$ cat src/verilog/sesc_pkg.sv
// Constants, types and decode functions for the symbol error scaling block
// Behaviour
// - Left-shift sampling error by the shift field
// - Shift codes give x2, x4, x8, x16
// - Overflowing shifted error saturates, never wraps
// - Order field picks thresholds for I and Q
// - Order codes select 2, 4, 8, 16-ary
// - End-of-symbol samples sliced into expected symbols
// - Thresholds split minus one to one equally
package sesc_pkg;

  // Destination address of the symbol loop configuration word
  localparam logic [7:0] SYMBOL_LOOP_CONFIG_ADDR = 8'h0E;
  localparam int ADDR_W = 8;
  localparam int DATA_W = 32;

  // Field positions inside the configuration word
  localparam int SHIFT_MSB = 12;
  localparam int SHIFT_LSB = 11;
  localparam int ORDER_MSB = 10;
  localparam int ORDER_LSB = 9;

  // Datapath widths; samples span -1.0 .. +1.0 at full scale
  localparam int ERR_W = 16;
  localparam int SAMP_W = 10;
  localparam int SHIFT_MAX = 4;

  // Saturation limits of the scaled error
  localparam logic signed [ERR_W-1:0] ERR_MAX = 16'sh7FFF;
  localparam logic signed [ERR_W-1:0] ERR_MIN = 16'sh8000;

  // Sample levels of +0.5 and +0.75, used by the decision checks
  localparam logic signed [SAMP_W-1:0] SAMP_HALF = 10'sh100;
  localparam logic signed [SAMP_W-1:0] SAMP_3Q = 10'sh180;

  // Shift gain codes
  typedef enum logic [1:0] {GAIN_X2, GAIN_X4, GAIN_X8, GAIN_X16} sesc_gain_type;

  // Modulation order codes
  typedef enum logic [1:0] {ORD_2, ORD_4, ORD_8, ORD_16} sesc_order_type;

  // Reset values of the two fields
  localparam sesc_gain_type GAIN_RESET = GAIN_X2;
  localparam sesc_order_type ORDER_RESET = ORD_2;

  // Places of left shift for a gain code: one to four
  function automatic logic [2:0] sesc_shift_places(input sesc_gain_type g);
    sesc_shift_places = {1'b0, g} + 3'h1;
  endfunction

  // Bits of symbol index for an order code: one to four
  function automatic logic [2:0] sesc_level_bits(input sesc_order_type o);
    sesc_level_bits = {1'b0, o} + 3'h1;
  endfunction

endpackage

$ cat src/verilog/sesc_decide.sv
// Symbol decision slicer for one rail
`timescale 1ns/10ps
`default_nettype none
module sesc_decide (
  input wire logic clk_sys,
  input wire logic rst_n,
  input wire logic ce,
  input wire logic load,
  input wire sesc_pkg::sesc_order_type order,
  input wire logic signed [sesc_pkg::SAMP_W-1:0] sample,
  output logic signed [sesc_pkg::SAMP_W-1:0] expected_reg
);

  // Sample moved to an unsigned scale, 0 standing for -1.0
  logic [sesc_pkg::SAMP_W-1:0] offset;
  // Index bits for the selected order
  logic [2:0] nbits;
  // Right shift that leaves only the region index
  logic [3:0] rshift;
  // Region index, zero for the most negative slot
  logic [sesc_pkg::SAMP_W-1:0] region;
  // Region centre on the unsigned scale
  logic [sesc_pkg::SAMP_W-1:0] centre;
  logic signed [sesc_pkg::SAMP_W-1:0] expected_next;

  // Equal slots: the top index bits of the offset sample pick the slot,
  // so thresholds sit at every 2/N step from -1.0 with no comparators
  always_comb begin
    offset = {~sample[sesc_pkg::SAMP_W-1], sample[sesc_pkg::SAMP_W-2:0]};
    nbits = sesc_pkg::sesc_level_bits(order);
    rshift = 4'(sesc_pkg::SAMP_W) - {1'b0, nbits};
    region = offset >> rshift;
    // Slot centre is (2j+1) half-slots above -1.0
    centre = {region[sesc_pkg::SAMP_W-2:0], 1'b1} << (rshift - 4'h1);
    expected_next = {~centre[sesc_pkg::SAMP_W-1], centre[sesc_pkg::SAMP_W-2:0]};
  end

  // Expected symbol register; a sample on a threshold goes to the upper slot
  always_ff @(posedge clk_sys or negedge rst_n) begin
    if (!rst_n) begin
      expected_reg <= '0;
    end else if (ce && load) begin
      expected_reg <= expected_next;
    end
  end
endmodule
`default_nettype wire

$ cat src/verilog/sesc_top.sv
// Symbol error scaling: config word, saturating error shifter, I/Q slicers
`timescale 1ns/10ps
`default_nettype none
module sesc_top (
  input wire logic clk_sys,
  input wire logic rst_n,
  input wire logic ce,
  input wire logic cfg_wr,
  input wire logic [sesc_pkg::ADDR_W-1:0] cfg_addr,
  input wire logic [sesc_pkg::DATA_W-1:0] cfg_wdata,
  input wire logic err_valid,
  input wire logic signed [sesc_pkg::ERR_W-1:0] err_in,
  input wire logic sym_valid,
  input wire logic signed [sesc_pkg::SAMP_W-1:0] sym_i,
  input wire logic signed [sesc_pkg::SAMP_W-1:0] sym_q,
  output logic err_out_valid,
  output logic signed [sesc_pkg::ERR_W-1:0] err_out,
  output logic err_sat,
  output logic exp_valid,
  output logic signed [sesc_pkg::SAMP_W-1:0] exp_i,
  output logic signed [sesc_pkg::SAMP_W-1:0] exp_q,
  output logic [1:0] cfg_shift,
  output logic [1:0] cfg_order
);

  localparam int EXT_W = sesc_pkg::ERR_W + sesc_pkg::SHIFT_MAX;

  // Stored shift gain code
  sesc_pkg::sesc_gain_type gain_reg;
  // Stored modulation order code
  sesc_pkg::sesc_order_type order_reg;
  // Write strobe aimed at this block's address
  logic cfg_hit;

  // Sign-extended error, wide enough for a four-place shift
  logic [EXT_W-1:0] err_ext;
  // Error after the shift, before saturation
  logic [EXT_W-1:0] err_shifted;
  // Places of shift for the current code
  logic [2:0] places;
  // Shifted error no longer fits the output width
  logic err_ovf;
  // Value chosen for the output register
  logic signed [sesc_pkg::ERR_W-1:0] err_next;

  // Slicer per rail; index 0 is I, index 1 is Q
  logic signed [sesc_pkg::SAMP_W-1:0] rail_sample [2];
  logic signed [sesc_pkg::SAMP_W-1:0] rail_expected [2];

  // Address decode of the write-only configuration word
  always_comb begin
    cfg_hit = cfg_wr && (cfg_addr == sesc_pkg::SYMBOL_LOOP_CONFIG_ADDR);
  end

  // Configuration capture; reserved and unused bits are not stored, so a
  // nonzero reserved write has no effect here, but software keeps them zero
  always_ff @(posedge clk_sys or negedge rst_n) begin
    if (!rst_n) begin
      gain_reg <= sesc_pkg::GAIN_RESET;
      order_reg <= sesc_pkg::ORDER_RESET;
    end else if (ce && cfg_hit) begin
      gain_reg <= sesc_pkg::sesc_gain_type'(
        cfg_wdata[sesc_pkg::SHIFT_MSB:sesc_pkg::SHIFT_LSB]);
      order_reg <= sesc_pkg::sesc_order_type'(
        cfg_wdata[sesc_pkg::ORDER_MSB:sesc_pkg::ORDER_LSB]);
    end
  end

  // Field readback so the host logic sees what is in force
  always_ff @(posedge clk_sys or negedge rst_n) begin
    if (!rst_n) begin
      cfg_shift <= sesc_pkg::GAIN_RESET;
      cfg_order <= sesc_pkg::ORDER_RESET;
    end else if (ce && cfg_hit) begin
      cfg_shift <= cfg_wdata[sesc_pkg::SHIFT_MSB:sesc_pkg::SHIFT_LSB];
      cfg_order <= cfg_wdata[sesc_pkg::ORDER_MSB:sesc_pkg::ORDER_LSB];
    end
  end

  // Shift and overflow test; extending first keeps the sign bits visible,
  // so overflow is any disagreement among the output sign bit and the bits above it
  always_comb begin
    places = sesc_pkg::sesc_shift_places(gain_reg);
    err_ext = {{sesc_pkg::SHIFT_MAX{err_in[sesc_pkg::ERR_W-1]}}, err_in};
    err_shifted = err_ext << places;
    err_ovf = !(&err_shifted[EXT_W-1:sesc_pkg::ERR_W-1])
      && (|err_shifted[EXT_W-1:sesc_pkg::ERR_W-1]);
    if (err_ovf) begin
      // Clamp on the side of the input sign
      err_next = err_in[sesc_pkg::ERR_W-1] ? sesc_pkg::ERR_MIN : sesc_pkg::ERR_MAX;
    end else begin
      err_next = err_shifted[sesc_pkg::ERR_W-1:0];
    end
  end

  // Scaled error register, one cycle behind the input strobe
  always_ff @(posedge clk_sys or negedge rst_n) begin
    if (!rst_n) begin
      err_out <= '0;
      err_sat <= 1'b0;
    end else if (ce && err_valid) begin
      err_out <= err_next;
      err_sat <= err_ovf;
    end
  end

  // Error strobe; a frozen clock enable holds it as it stands
  always_ff @(posedge clk_sys or negedge rst_n) begin
    if (!rst_n) begin
      err_out_valid <= 1'b0;
    end else if (ce) begin
      err_out_valid <= err_valid;
    end
  end

  // Symbol decision strobe for both rails
  always_ff @(posedge clk_sys or negedge rst_n) begin
    if (!rst_n) begin
      exp_valid <= 1'b0;
    end else if (ce) begin
      exp_valid <= sym_valid;
    end
  end

  // Both rails share one threshold set, so one order drives both slicers
  always_comb begin
    rail_sample[0] = sym_i;
    rail_sample[1] = sym_q;
  end

  // One slicer per rail; a change of order reaches both rails at the same
  // edge, so I and Q never decide against different threshold sets
  generate
    for (genvar r = 0; r < 2; r++) begin : g_rail
      sesc_decide u_decide (
        .clk_sys(clk_sys),
        .rst_n(rst_n),
        .ce(ce),
        .load(sym_valid),
        .order(order_reg),
        .sample(rail_sample[r]),
        .expected_reg(rail_expected[r])
      );
    end
  endgenerate

  // Slicer registers feed the outputs with no extra logic
  always_comb begin
    exp_i = rail_expected[0];
    exp_q = rail_expected[1];
  end
endmodule
`default_nettype wire

$ cat config.mk
export PLATFORM = sky130hd
export DESIGN_NAME = sesc_top
export DESIGN_NICKNAME = d
export VERILOG_FILES = /design/src/verilog/sesc_pkg.sv /design/src/verilog/sesc_decide.sv /design/src/verilog/sesc_top.sv
export SDC_FILE = /design/constraint.sdc
export NUM_CORES = 1
export LEC_CHECK = 0
export ABC_CLOCK_PERIOD_IN_PS = 3200
export BUFFER_PORTS_ARGS = -buffer_cell sky130_fd_sc_hd__clkbuf_2
export CAP_MARGIN = 15
export CORE_MARGIN = 2
export CORE_UTILIZATION = 29
export DETAILED_ROUTE_END_ITERATION = 8
export GPL_TIMING_DRIVEN = 0
export PLACE_DENSITY = 0.63
export SLEW_MARGIN = 20
export SYNTH_ARGS = -nofsm -noshare
export SYNTH_HDL_FRONTEND = slang
export SYNTH_SLANG_ARGS = --single-unit
export TNS_END_PERCENT = 20
$ cat constraint.sdc
create_clock -name clk_sys -period 3.2 [get_ports clk_sys]
set_input_delay 0 -clock clk_sys [delete_from_list [all_inputs] [get_ports clk_sys]]
set_output_delay 0 -clock clk_sys [all_outputs]
set_load 0.1 [all_outputs]
==> metrics, run 1 <==
worst skew pair latency 0.30 ns; max_cap viols 0; maximum VDD drop 0.169 mV; Port-buffer cells 84; number of diodes 0; clock buffer depth 2; post-route setup TNS 0 ns; endpoint class of the critical path register; Main synth FF type dfrtp_1; DRT Wirelength 7270 um; CP Data Required Time 3.36 ns; Resized cells post-CTS 0; fillers 925; clock sink total 41; worst hold path class input port to register; Yosys top cell by area dfrtp_1; compound-cell area share of the yosys netlist 21.6%; total number of vias 2550; Unique masters post-synth 51; Core Rows 34; RSZ-0062 raised after global routing no; Synth-to-Final Area Change 28.5%; DIE AREA 9940 um2; cells after synthesis 292; Synthesized Nets 378; initial DRC count 194; GRT Total Usage 14.5%; clk_skew 0.0101 ns; Leakage 1.64 nW; share of the synthesized area in the top cell type 38.6%; Simple-Gate Fraction of Synth Area 19.0%; fin area 3410 um2; max reg flops 18; cell chain of the critical path ha_1 > buf_2 > clkinv_1 > mux2i_1 > nor4_4 > or4_1 > buf_2 > buf_6 > o211ai_2; yosys warns 0; Hold Vio Cnt, Final 0; Slowest cell on crit path dfrtp_1; largest net degree at the start of global routing 42; dpl hpwl 5750 um; ANT nets after route 0; main combinational cell family by area after synthesis compound AO/OA/AOI/OAI gates; first-pass GRT wire length 11600 um; H-tree levels 2; final setup fails 0; PwrDens 505 nW/um2; upper clock frequency limit 0.355 GHz; placed inst area 3210 um2; measured slew at the worst slew-check pin 0.969 ns; Placement Setup Slack 0.399 ns; Critical Path Max Stage Delay 0.50 ns; drt first pass iters 4; Synth Area in XOR/XNOR 0.330%; crit-path most repeated cell buf_2; initial antenna violation count 0; gr ovfl total 0; Buffers & Inverters on Critical Path 4; Max-Slew Margin vs Limit 35.3%; Arrival @ worst endpoint 2.98 ns; Core Area 8810 um2; CTS root buf clkbuf_8; vias in the first global route 2366; share of layout cells above drive strength 1 32.8%; mapped cell area 2660 um2; Synth Register Bits 41; CTS buffer count 5; final RePlAce weighted congestion 0.863; fin crit share 88.1%; final hold slack 0.0372 ns; Initial Util 30.2%; Die H 99.7 um; CTS Hold Bufs 9; Worst Path Class, Setup register to register; worst setup margin 0.381 ns; CTS tree built; total DRC errors in the routed layout 0; Crit path max-delay family buffers and inverters; Routed WL per cell 14.5 um; fin. max-slew vios 0; Die W 99.7 um; Post-Synth Adder-Cell Area 1.88%; DR vias/cell 5.09; asr flop ratio synth 100%; # IOs 125; Worst Path Max Fanout 10; status finished clean; Avg Inst Size Synth 9.10 um2; Tmin final 2.82 ns; main area contributors after synthesis dfrtp_1, nand2_1, mux2i_1; mux contribution to synthesized area 13.6%; Nets 478; setup bufs post-CTS 0; Post-synth EDFFs 0; Clock Pin Slew Worst Setup and Hold Paths 0.08 ns; Startpoint Class register; post-synthesis sequential area ratio 38.6%
[metal layers]
layer	global-route usage (%)	wire length, um	up-vias	share of wire, %
li1	-	-	1262	-
met1	21.1	3420	1209	47
met2	22.3	3370	71	46
met3	2.81	393	8	5.4
met4	3.58	82	0	1.1
met5	0	0	-	0
[logic make-up (layout without fill, tap and decap cells)]
kind of cell,Yosys count,in the layout
AOI/OAI and AO/OA,82,82
adders and majority gates,4,4
and+or+nand+nor,104,104
xor gates and xnor gates,1,1
DFF,41,41
muxes,32,32
buffers and inverters,28,129
[worst register-to-register path, delay by kind of cell (launching register included)]
family                   cells  cell delay (ns)
buffers and inverters        4             0.90
AND/OR/NAND/NOR              2             0.67
flip-flops                   1             0.50
adder cells (fa/ha/maj)      1             0.29
multiplexers                 1             0.24
AO/OA/AOI/OAI                1             0.10
[report_power, final]
group | total (W) | internal [W] | switching, W
clock network | 0.000425 | 0.000234 | 0.000191
logic | 0.000699 | 0.000145 | 0.000553
registers | 0.000600 | 0.000568 | 0.0000326
total | 0.00172 | 0.000947 | 0.000777
[path summary, 6_finish.rpt]
kind                                                                      from                                        endpoint  slack, ns  cells after the start
max in group asynchronous                                                rst_n                         err_out[13]$_DFFE_PN0P_       2.26                      2
worst max register to register                        cfg_shift[0]$_DFFE_PN0P_                          err_out[6]$_DFFE_PN0P_       0.38                      9
worst min-delay path                                                        ce                           exp_valid$_DFFE_PN0P_       0.04                      2
min in group asynchronous                                                rst_n  g_rail[1].u_decide.expected_reg[8]$_DFFE_PN0P_       0.37                      2
worst min register to register  g_rail[1].u_decide.expected_reg[9]$_DFFE_PN0P_  g_rail[1].u_decide.expected_reg[9]$_DFFE_PN0P_       0.48                      2
worst max-delay path                                  cfg_shift[0]$_DFFE_PN0P_                          err_out[6]$_DFFE_PN0P_       0.38                      9
[synth_stat cells, drive strengths merged (3+ instances only)]
| cell | count |
|---|---|
| a21oi | 13 |
| a22o | 5 |
| a22oi | 6 |
| a2bb2oi | 3 |
| a31oi | 4 |
| and2 | 3 |
| buf | 11 |
| clkbuf | 8 |
| dfrtp | 41 |
| ha | 4 |
| inv | 7 |
| mux2 | 13 |
| mux2i | 17 |
| nand2 | 51 |
| nand2b | 3 |
| nand3 | 6 |
| nor2 | 22 |
| nor2b | 4 |
| nor4 | 3 |
| o211ai | 13 |
| o21ai | 22 |
| o22ai | 3 |
| o31ai | 5 |
[placed cells by master (no fill, tap or decap), types with 7 or more instances in the layout]
| cell type | instances |
|---|---|
| o211ai_1 | 7 |
| clkbuf_2 | 83 |
| clkbuf_1 | 8 |
| nand2_1 | 49 |
| mux2_2 | 12 |
| mux2i_1 | 17 |
| dlygate4sd3_1 | 9 |
| dfrtp_1 | 41 |
| nor2_1 | 22 |
| a21oi_1 | 13 |
| o21ai_0 | 21 |
[layout make-up]
cell class / count / area (um2) / share of cell area (%)
clock inverters: 3 / 43.8 / 1.28
clock buffers: 5 / 68.8 / 2.02
inverters: 9 / 33.8 / 0.989
repair buffers: 93 / 510 / 15.0
well taps: 108 / 135 / 3.96
plain buffers: 19 / 98.8 / 2.89
flip-flops and latches: 41 / 1030 / 30.0
multi-input cells: 223 / 1500 / 43.9
[metrics by stage]
stage	power, W	std cells	util, %
2_1_floorplan	0.00115	292	-
3_3_place_gp	0.00130	484	36.5
3_5_place_dp	0.00130	484	36.5
4_1_cts	0.00174	501	38.8
5_1_grt	0.00181	501	38.8
6_report	0.00172	501	38.8
Note: power is estimated with default switching activity, not from simulation.
==> inputs of run 2 (changes only) <==
--- a/config.mk
+++ b/config.mk
@@ -8,11 +8,13 @@
 export ABC_CLOCK_PERIOD_IN_PS = 3200
 export BUFFER_PORTS_ARGS = -buffer_cell sky130_fd_sc_hd__clkbuf_2
 export CAP_MARGIN = 15
+export CELL_PAD_IN_SITES_DETAIL_PLACEMENT = 1
+export CELL_PAD_IN_SITES_GLOBAL_PLACEMENT = 1
 export CORE_MARGIN = 2
 export CORE_UTILIZATION = 29
 export DETAILED_ROUTE_END_ITERATION = 8
 export GPL_TIMING_DRIVEN = 0
-export PLACE_DENSITY = 0.63
+export PLACE_DENSITY = 0.8
 export SLEW_MARGIN = 20
 export SYNTH_ARGS = -nofsm -noshare
 export SYNTH_HDL_FRONTEND = slang
==> metrics, run 2 (synthesized netlist as in run 1, its figures left out) <==
number of diodes 0 (unchanged); final setup fails 0 (unchanged); Worst Path Max Fanout 10 (unchanged); maximum VDD drop 0.206 mV (+22%); clock sink total 41 (unchanged); GRT Total Usage 16.2% (+1.7 points); CTS Hold Bufs 9 (unchanged); Slowest cell on crit path nor4_4; Startpoint Class register; Core Area 8810 um2 (unchanged); placed inst area 3210 um2 (unchanged); most frequent cells in the layout clkbuf_2, nand2_1, dfrtp_1, nor2_1, o21ai_0; fin area 3420 um2 (+0.22%); Leakage 1.64 nW (about the same); worst skew pair latency 0.29 ns (about the same); DIE AREA 9940 um2 (unchanged); Resized cells post-CTS 0 (unchanged); RSZ-0062 raised after global routing no; CTS root buf clkbuf_8; Critical Path Max Stage Delay 0.49 ns (about the same); Routed WL per cell 16.1 um (+11%); ANT nets after route 0 (unchanged); Worst Path Class, Setup register to register; share of layout cells above drive strength 1 32.8% (unchanged); cell chain of the critical path ha_1 > buf_2 > nor2_1 > a2bb2oi_1 > nand2_1 > nor4_4 > or4_1 > buf_2 > buf_6 > o211ai_2; fin crit share 87.6% (-0.45 points); Clock Pin Slew Worst Setup and Hold Paths 0.09 ns (about the same); CTS buffer count 5 (unchanged); measured slew at the worst slew-check pin 0.959 ns (-0.00989 ns); Die H 99.7 um (unchanged); total DRC errors in the routed layout 0 (unchanged); largest net degree at the start of global routing 42 (unchanged); initial DRC count 162 (-16%); Buffers & Inverters on Critical Path 3 (-1); Initial Util 30.2% (unchanged); Synth-to-Final Area Change 28.8%; drt first pass iters 4 (unchanged); total number of vias 2586 (+1.4%); first-pass GRT wire length 13100 um (+12%); DRT Wirelength 8050 um (+11%); clock buffer depth 2 (unchanged); H-tree levels 2 (unchanged); Core Rows 34 (unchanged); Tmin final 2.80 ns (-0.0145 ns); Hold Vio Cnt, Final 0 (unchanged); fin. max-slew vios 0 (unchanged); upper clock frequency limit 0.357 GHz (+0.52%); CTS tree built; Crit path max-delay family simple AND/OR/NAND/NOR gates; dpl hpwl 6310 um (+9.6%); DR vias/cell 5.16 (+1.4%); crit-path most repeated cell buf_2; max reg flops 18 (unchanged); clk_skew 0.00799 ns (-0.00215 ns); gr ovfl total 0 (unchanged); max_cap viols 0 (unchanged); worst hold path class input port to register; # IOs 125 (unchanged); initial antenna violation count 0 (unchanged); CP Data Required Time 3.35 ns (about the same); endpoint class of the critical path register; PwrDens 511 nW/um2 (+1.2%); Max-Slew Margin vs Limit 36.1% (+0.80 points); status finished clean; post-route setup TNS 0 ns (unchanged); Arrival @ worst endpoint 2.95 ns (-0.03 ns); most common cell after layout, fill and taps aside clkbuf_2; Nets 478 (unchanged); Port-buffer cells 84 (unchanged); setup bufs post-CTS 0 (unchanged); Die W 99.7 um (unchanged); vias in the first global route 2682 (+13%); final RePlAce weighted congestion 0.859 (-0.39%)
-- run 2: cell types whose count changed in the layout (fill, tap and decap cells not counted), sizes merged --
cell and delta:
clkbuf +1, clkinv -1, clkinvlp +1, inv -1
-- run 2: final timing paths --
check,startpoint,to,slack [ns],cells after the start
worst min register to register,g_rail[0].u_decide.expected_reg[8]$_DFFE_PN0P_,g_rail[0].u_decide.expected_reg[8]$_DFFE_PN0P_,0.49,2
worst max-delay path,cfg_shift[0]$_DFFE_PN0P_,err_out[6]$_DFFE_PN0P_,0.40,10
worst max register to register,cfg_shift[0]$_DFFE_PN0P_,err_out[6]$_DFFE_PN0P_,0.40,10
min in group asynchronous,rst_n,err_out[7]$_DFFE_PN0P_,0.42,2
max in group asynchronous,rst_n,g_rail[0].u_decide.expected_reg[3]$_DFFE_PN0P_,2.19,2
worst min-delay path,ce,err_out_valid$_DFFE_PN0P_,0.001,2
-- run 2: cell type report --
cell class,count,area [um2]
Multi-Input combinational cell,223,1500
Buffer,19,98.8
Fill cell,1065,5380
Tap cell,108,135
Sequential cell,41,1030
Clock buffer,6,82.6
Timing Repair Buffer,93,510
Clock inverter,2,37.5
Inverter,9,33.8
-- run 2: metal layers --
layer	up-vias	part of all wire (%)	GRT usage, %
li1	1260	-	-
met1	1262	48	22.3
met2	57	47	26.8
met3	7	3.6	1.76
met4	0	1.3	5.27
met5	-	0	0
-- run 2: stage by stage --
| step | utilization [%] | hold slack [ns] | power [W] | setup slack (ns) | std cells |
|---|---|---|---|---|---|
| global placement | 36.5 | 0.212 | 0.00130 | 0.508 | 484 |
| CTS | 38.9 | 0.00495 | 0.00177 | 0.361 | 501 |
| finish | 38.9 | 0.00124 | 0.00175 | 0.396 | 501 |
| detailed placement | 36.5 | 0.222 | 0.00131 | 0.392 | 484 |
| global route | 38.9 | 0.0321 | 0.00183 | 0.142 | 501 |
| floorplan | - | -0.296 | 0.00115 | 0.125 | 292 |
-- run 2: where the power goes --
group          leakage, nW  total [W]  internal, W  switching (W)
Clock               0.0574   0.000442     0.000254       0.000188
Sequential           0.513   0.000598     0.000568      0.0000303
Combinational         1.07   0.000708     0.000145       0.000562
==> inputs of run 3 (changes only) <==
--- a/config.mk
+++ b/config.mk
@@ -10,6 +10,7 @@
 export CAP_MARGIN = 15
 export CELL_PAD_IN_SITES_DETAIL_PLACEMENT = 1
 export CELL_PAD_IN_SITES_GLOBAL_PLACEMENT = 1
+export CORE_ASPECT_RATIO = 0.6
 export CORE_MARGIN = 2
 export CORE_UTILIZATION = 29
 export DETAILED_ROUTE_END_ITERATION = 8
==> metrics, run 3 (synthesized netlist as in run 1, its figures left out) <==
clk_skew 0.00266 ns (-0.00533 ns); Core Area 8690 um2 (-1.4%); clock buffer depth 2 (unchanged); fin area 3480 um2 (+1.6%); share of layout cells above drive strength 1 33.0% (+0.17 points); Internal Dissipation 0.00116 W (+20%); Max-Slew Margin vs Limit 29.9% (-6.1 points); net load switching power 0.000821 W (+5.1%); # IOs 125 (unchanged); Worst R2R Start cfg_shift[0]$_DFFE_PN0P_; total number of vias 2650 (+2.5%); Routed WL per cell 18.2 um (+13%); Die W 128 um (+28%); Worst Path Max Fanout 10 (unchanged); fin crit share 92.3% (+4.7 points); worst skew pair latency 0.29 ns (about the same); setup bufs post-CTS 0 (unchanged); Placement Setup Slack 0.258 ns (-0.134 ns); reg2reg path depth 9 (-1); Worst Hold Endpoint g_rail[1].u_decide.expected_reg[7]$_DFFE_PN0P_; Tmin final 2.95 ns (+0.150 ns); H-tree levels 2 (unchanged); total DRC errors in the routed layout 0 (unchanged); Slowest cell on crit path nor4_4; cell chain of the critical path ha_1 > buf_2 > clkinv_1 > mux2i_1 > nor4_4 > or4_1 > buf_2 > buf_6 > o211ai_2; switch share 41.5% (-3.2 points); PwrDens 569 nW/um2 (+11%); DIE AREA 9970 um2 (+0.26%); max_cap viols 0 (unchanged); CTS root buf clkbuf_16; fin. max-slew vios 0 (unchanged); Critical Path Max Stage Delay 0.53 ns (+0.04 ns); Final Util 40.0% (+1.2 points); hold path startpoint sym_q[9]; drt first pass iters 4 (unchanged); measured slew at the worst slew-check pin 1.05 ns (+0.0898 ns); clock sink total 41 (unchanged); Crit Reg-Reg Endpoint err_out[6]$_DFFE_PN0P_; ANT nets after route 0 (unchanged); upper clock frequency limit 0.339 GHz (-5.1%); dpl hpwl 7350 um (+16%); DRT Wirelength 9160 um (+14%); Worst Path Class, Setup register to register; Seq pwr share 30.5% (-3.7 points); worst setup margin 0.246 ns (-0.150 ns); post-route setup TNS 0 ns (unchanged); Resized cells post-CTS 0 (unchanged); Core Rows 26 (-24%); Synth-to-Final Area Change 30.9%; most frequent cells in the layout clkbuf_2, nand2_1, dfrtp_1, nor2_1, o21ai_0; Startpoint Class register; GRT Total Usage 19.1% (+2.8 points); CTS buffer count 5 (unchanged); Arrival @ worst endpoint 3.10 ns (+0.15 ns); gr ovfl total 0 (unchanged); Hold Path Cell Cnt 2 (unchanged); most common cell after layout, fill and taps aside clkbuf_2; final setup fails 0 (unchanged); number of diodes 0 (unchanged); Nets 476 (-0.42%); DR vias/cell 5.27 (+2.1%); R2R setup slack 0.25 ns (-0.15 ns); first-pass GRT wire length 14700 um (+13%); Die H 78.1 um (-22%); max reg flops 18 (unchanged); fillers 1053 (-1.1%); Hold Vio Cnt, Final 0 (unchanged); Initial Util 30.6% (+0.42 points); status finished clean; endpoint class of the critical path register; maximum VDD drop 0.360 mV (+74%); Comb pwr share 36.0% (-4.5 points); RSZ-0062 raised after global routing no; CP Data Required Time 3.35 ns (about the same); CTS tree built; Leakage 1.67 nW (+1.7%); vias in the first global route 2724 (+1.6%); crit-path most repeated cell buf_2; placed inst area 3220 um2 (+0.16%); initial DRC count 178 (+9.9%); largest net degree at the start of global routing 42 (unchanged); Clock Power Share 33.5% (+8.2 points); initial antenna violation count 0 (unchanged); final RePlAce weighted congestion 0.883 (+2.8%); Port-buffer cells 84 (unchanged); worst hold path class input port to register; Clock Pin Slew Worst Setup and Hold Paths 0.06 ns (-0.03 ns)
run 3: final cells by class:
type | count | area [um2] | area share [%]
Multi-Input combinational cell | 223 | 1500 | 43.1
Sequential cell | 41 | 1030 | 29.5
Timing Repair Buffer | 91 | 490 | 14.1
Tap cell | 112 | 140 | 4.03
Clock buffer | 5 | 125 | 3.60
Buffer | 19 | 98.8 | 2.84
Clock inverter | 3 | 65.1 | 1.87
Inverter | 9 | 33.8 | 0.972
run 3: worst max-delay path by stage:
| stage | startpoint | depth (start not counted) | slack (ns) | endpoint |
|---|---|---|---|---|
| 3_3_place_gp | cfg_shift[0]$_DFFE_PN0P_ | 9 | 0.41 | err_out[5]$_DFFE_PN0P_ |
| 3_5_place_dp | cfg_shift[0]$_DFFE_PN0P_ | 9 | 0.26 | err_out[6]$_DFFE_PN0P_ |
| 4_1_cts | cfg_shift[0]$_DFFE_PN0P_ | 9 | 0.25 | err_out[6]$_DFFE_PN0P_ |
| 5_1_grt | cfg_shift[0]$_DFFE_PN0P_ | 9 | 0.03 | err_out[6]$_DFFE_PN0P_ |
| 6_report | cfg_shift[0]$_DFFE_PN0P_ | 9 | 0.25 | err_out[6]$_DFFE_PN0P_ |
| 2_1_floorplan | cfg_shift[0]$_DFFE_PN0P_ | 9 | 0.12 | err_out[10]$_DFFE_PN0P_ |
run 3: what timing repair did:
item,4_1_cts,5_1_grt
endpoints found under the hold margin,47,0
hold buffers,7,0
setup endpoints to repair,0,0
run 3: worst max-delay path, delay by kind of cell, from the launching register on:
| kind | cells | cell delay [ns] |
|---|---|---|
| flip-flops | 1 | 0.49 |
| AO/OA/AOI/OAI | 1 | 0.10 |
| AND/OR/NAND/NOR | 2 | 0.71 |
| adder cells (fa/ha/maj) | 1 | 0.30 |
| buffers and inverters | 4 | 0.93 |
| multiplexers | 1 | 0.25 |
run 3: metal layers:
layer  routed length, um  up-vias  track usage [%]
met5                   0        -                0
met4                 148        0             5.93
met3                 599       11             3.75
met2                3860       74             26.7
met1                4550     1302             29.2
li1                    -     1263                -
run 3: power by group through the flow:
| stage | combinational [W] | sequential [W] | clock [W] |
|---|---|---|---|
| 2_1_floorplan | 0.000179 | 0.000975 | 0 |
| 3_3_place_gp | 0.000695 | 0.000609 | 0 |
| 3_5_place_dp | 0.000707 | 0.000612 | 0 |
| 4_1_cts | 0.000715 | 0.000603 | 0.000679 |
| 5_1_grt | 0.000751 | 0.000609 | 0.000700 |
| 6_report | 0.000713 | 0.000603 | 0.000663 |
run 3: per-stage QoR:
step	hold slack (ns)	cells	total power [W]
global route	0.0173	503	0.00206
CTS	0.00447	503	0.00200
detailed placement	0.227	488	0.00132
floorplan	-0.296	292	0.00115
global placement	0.216	488	0.00130
finish	0.0102	503	0.00198
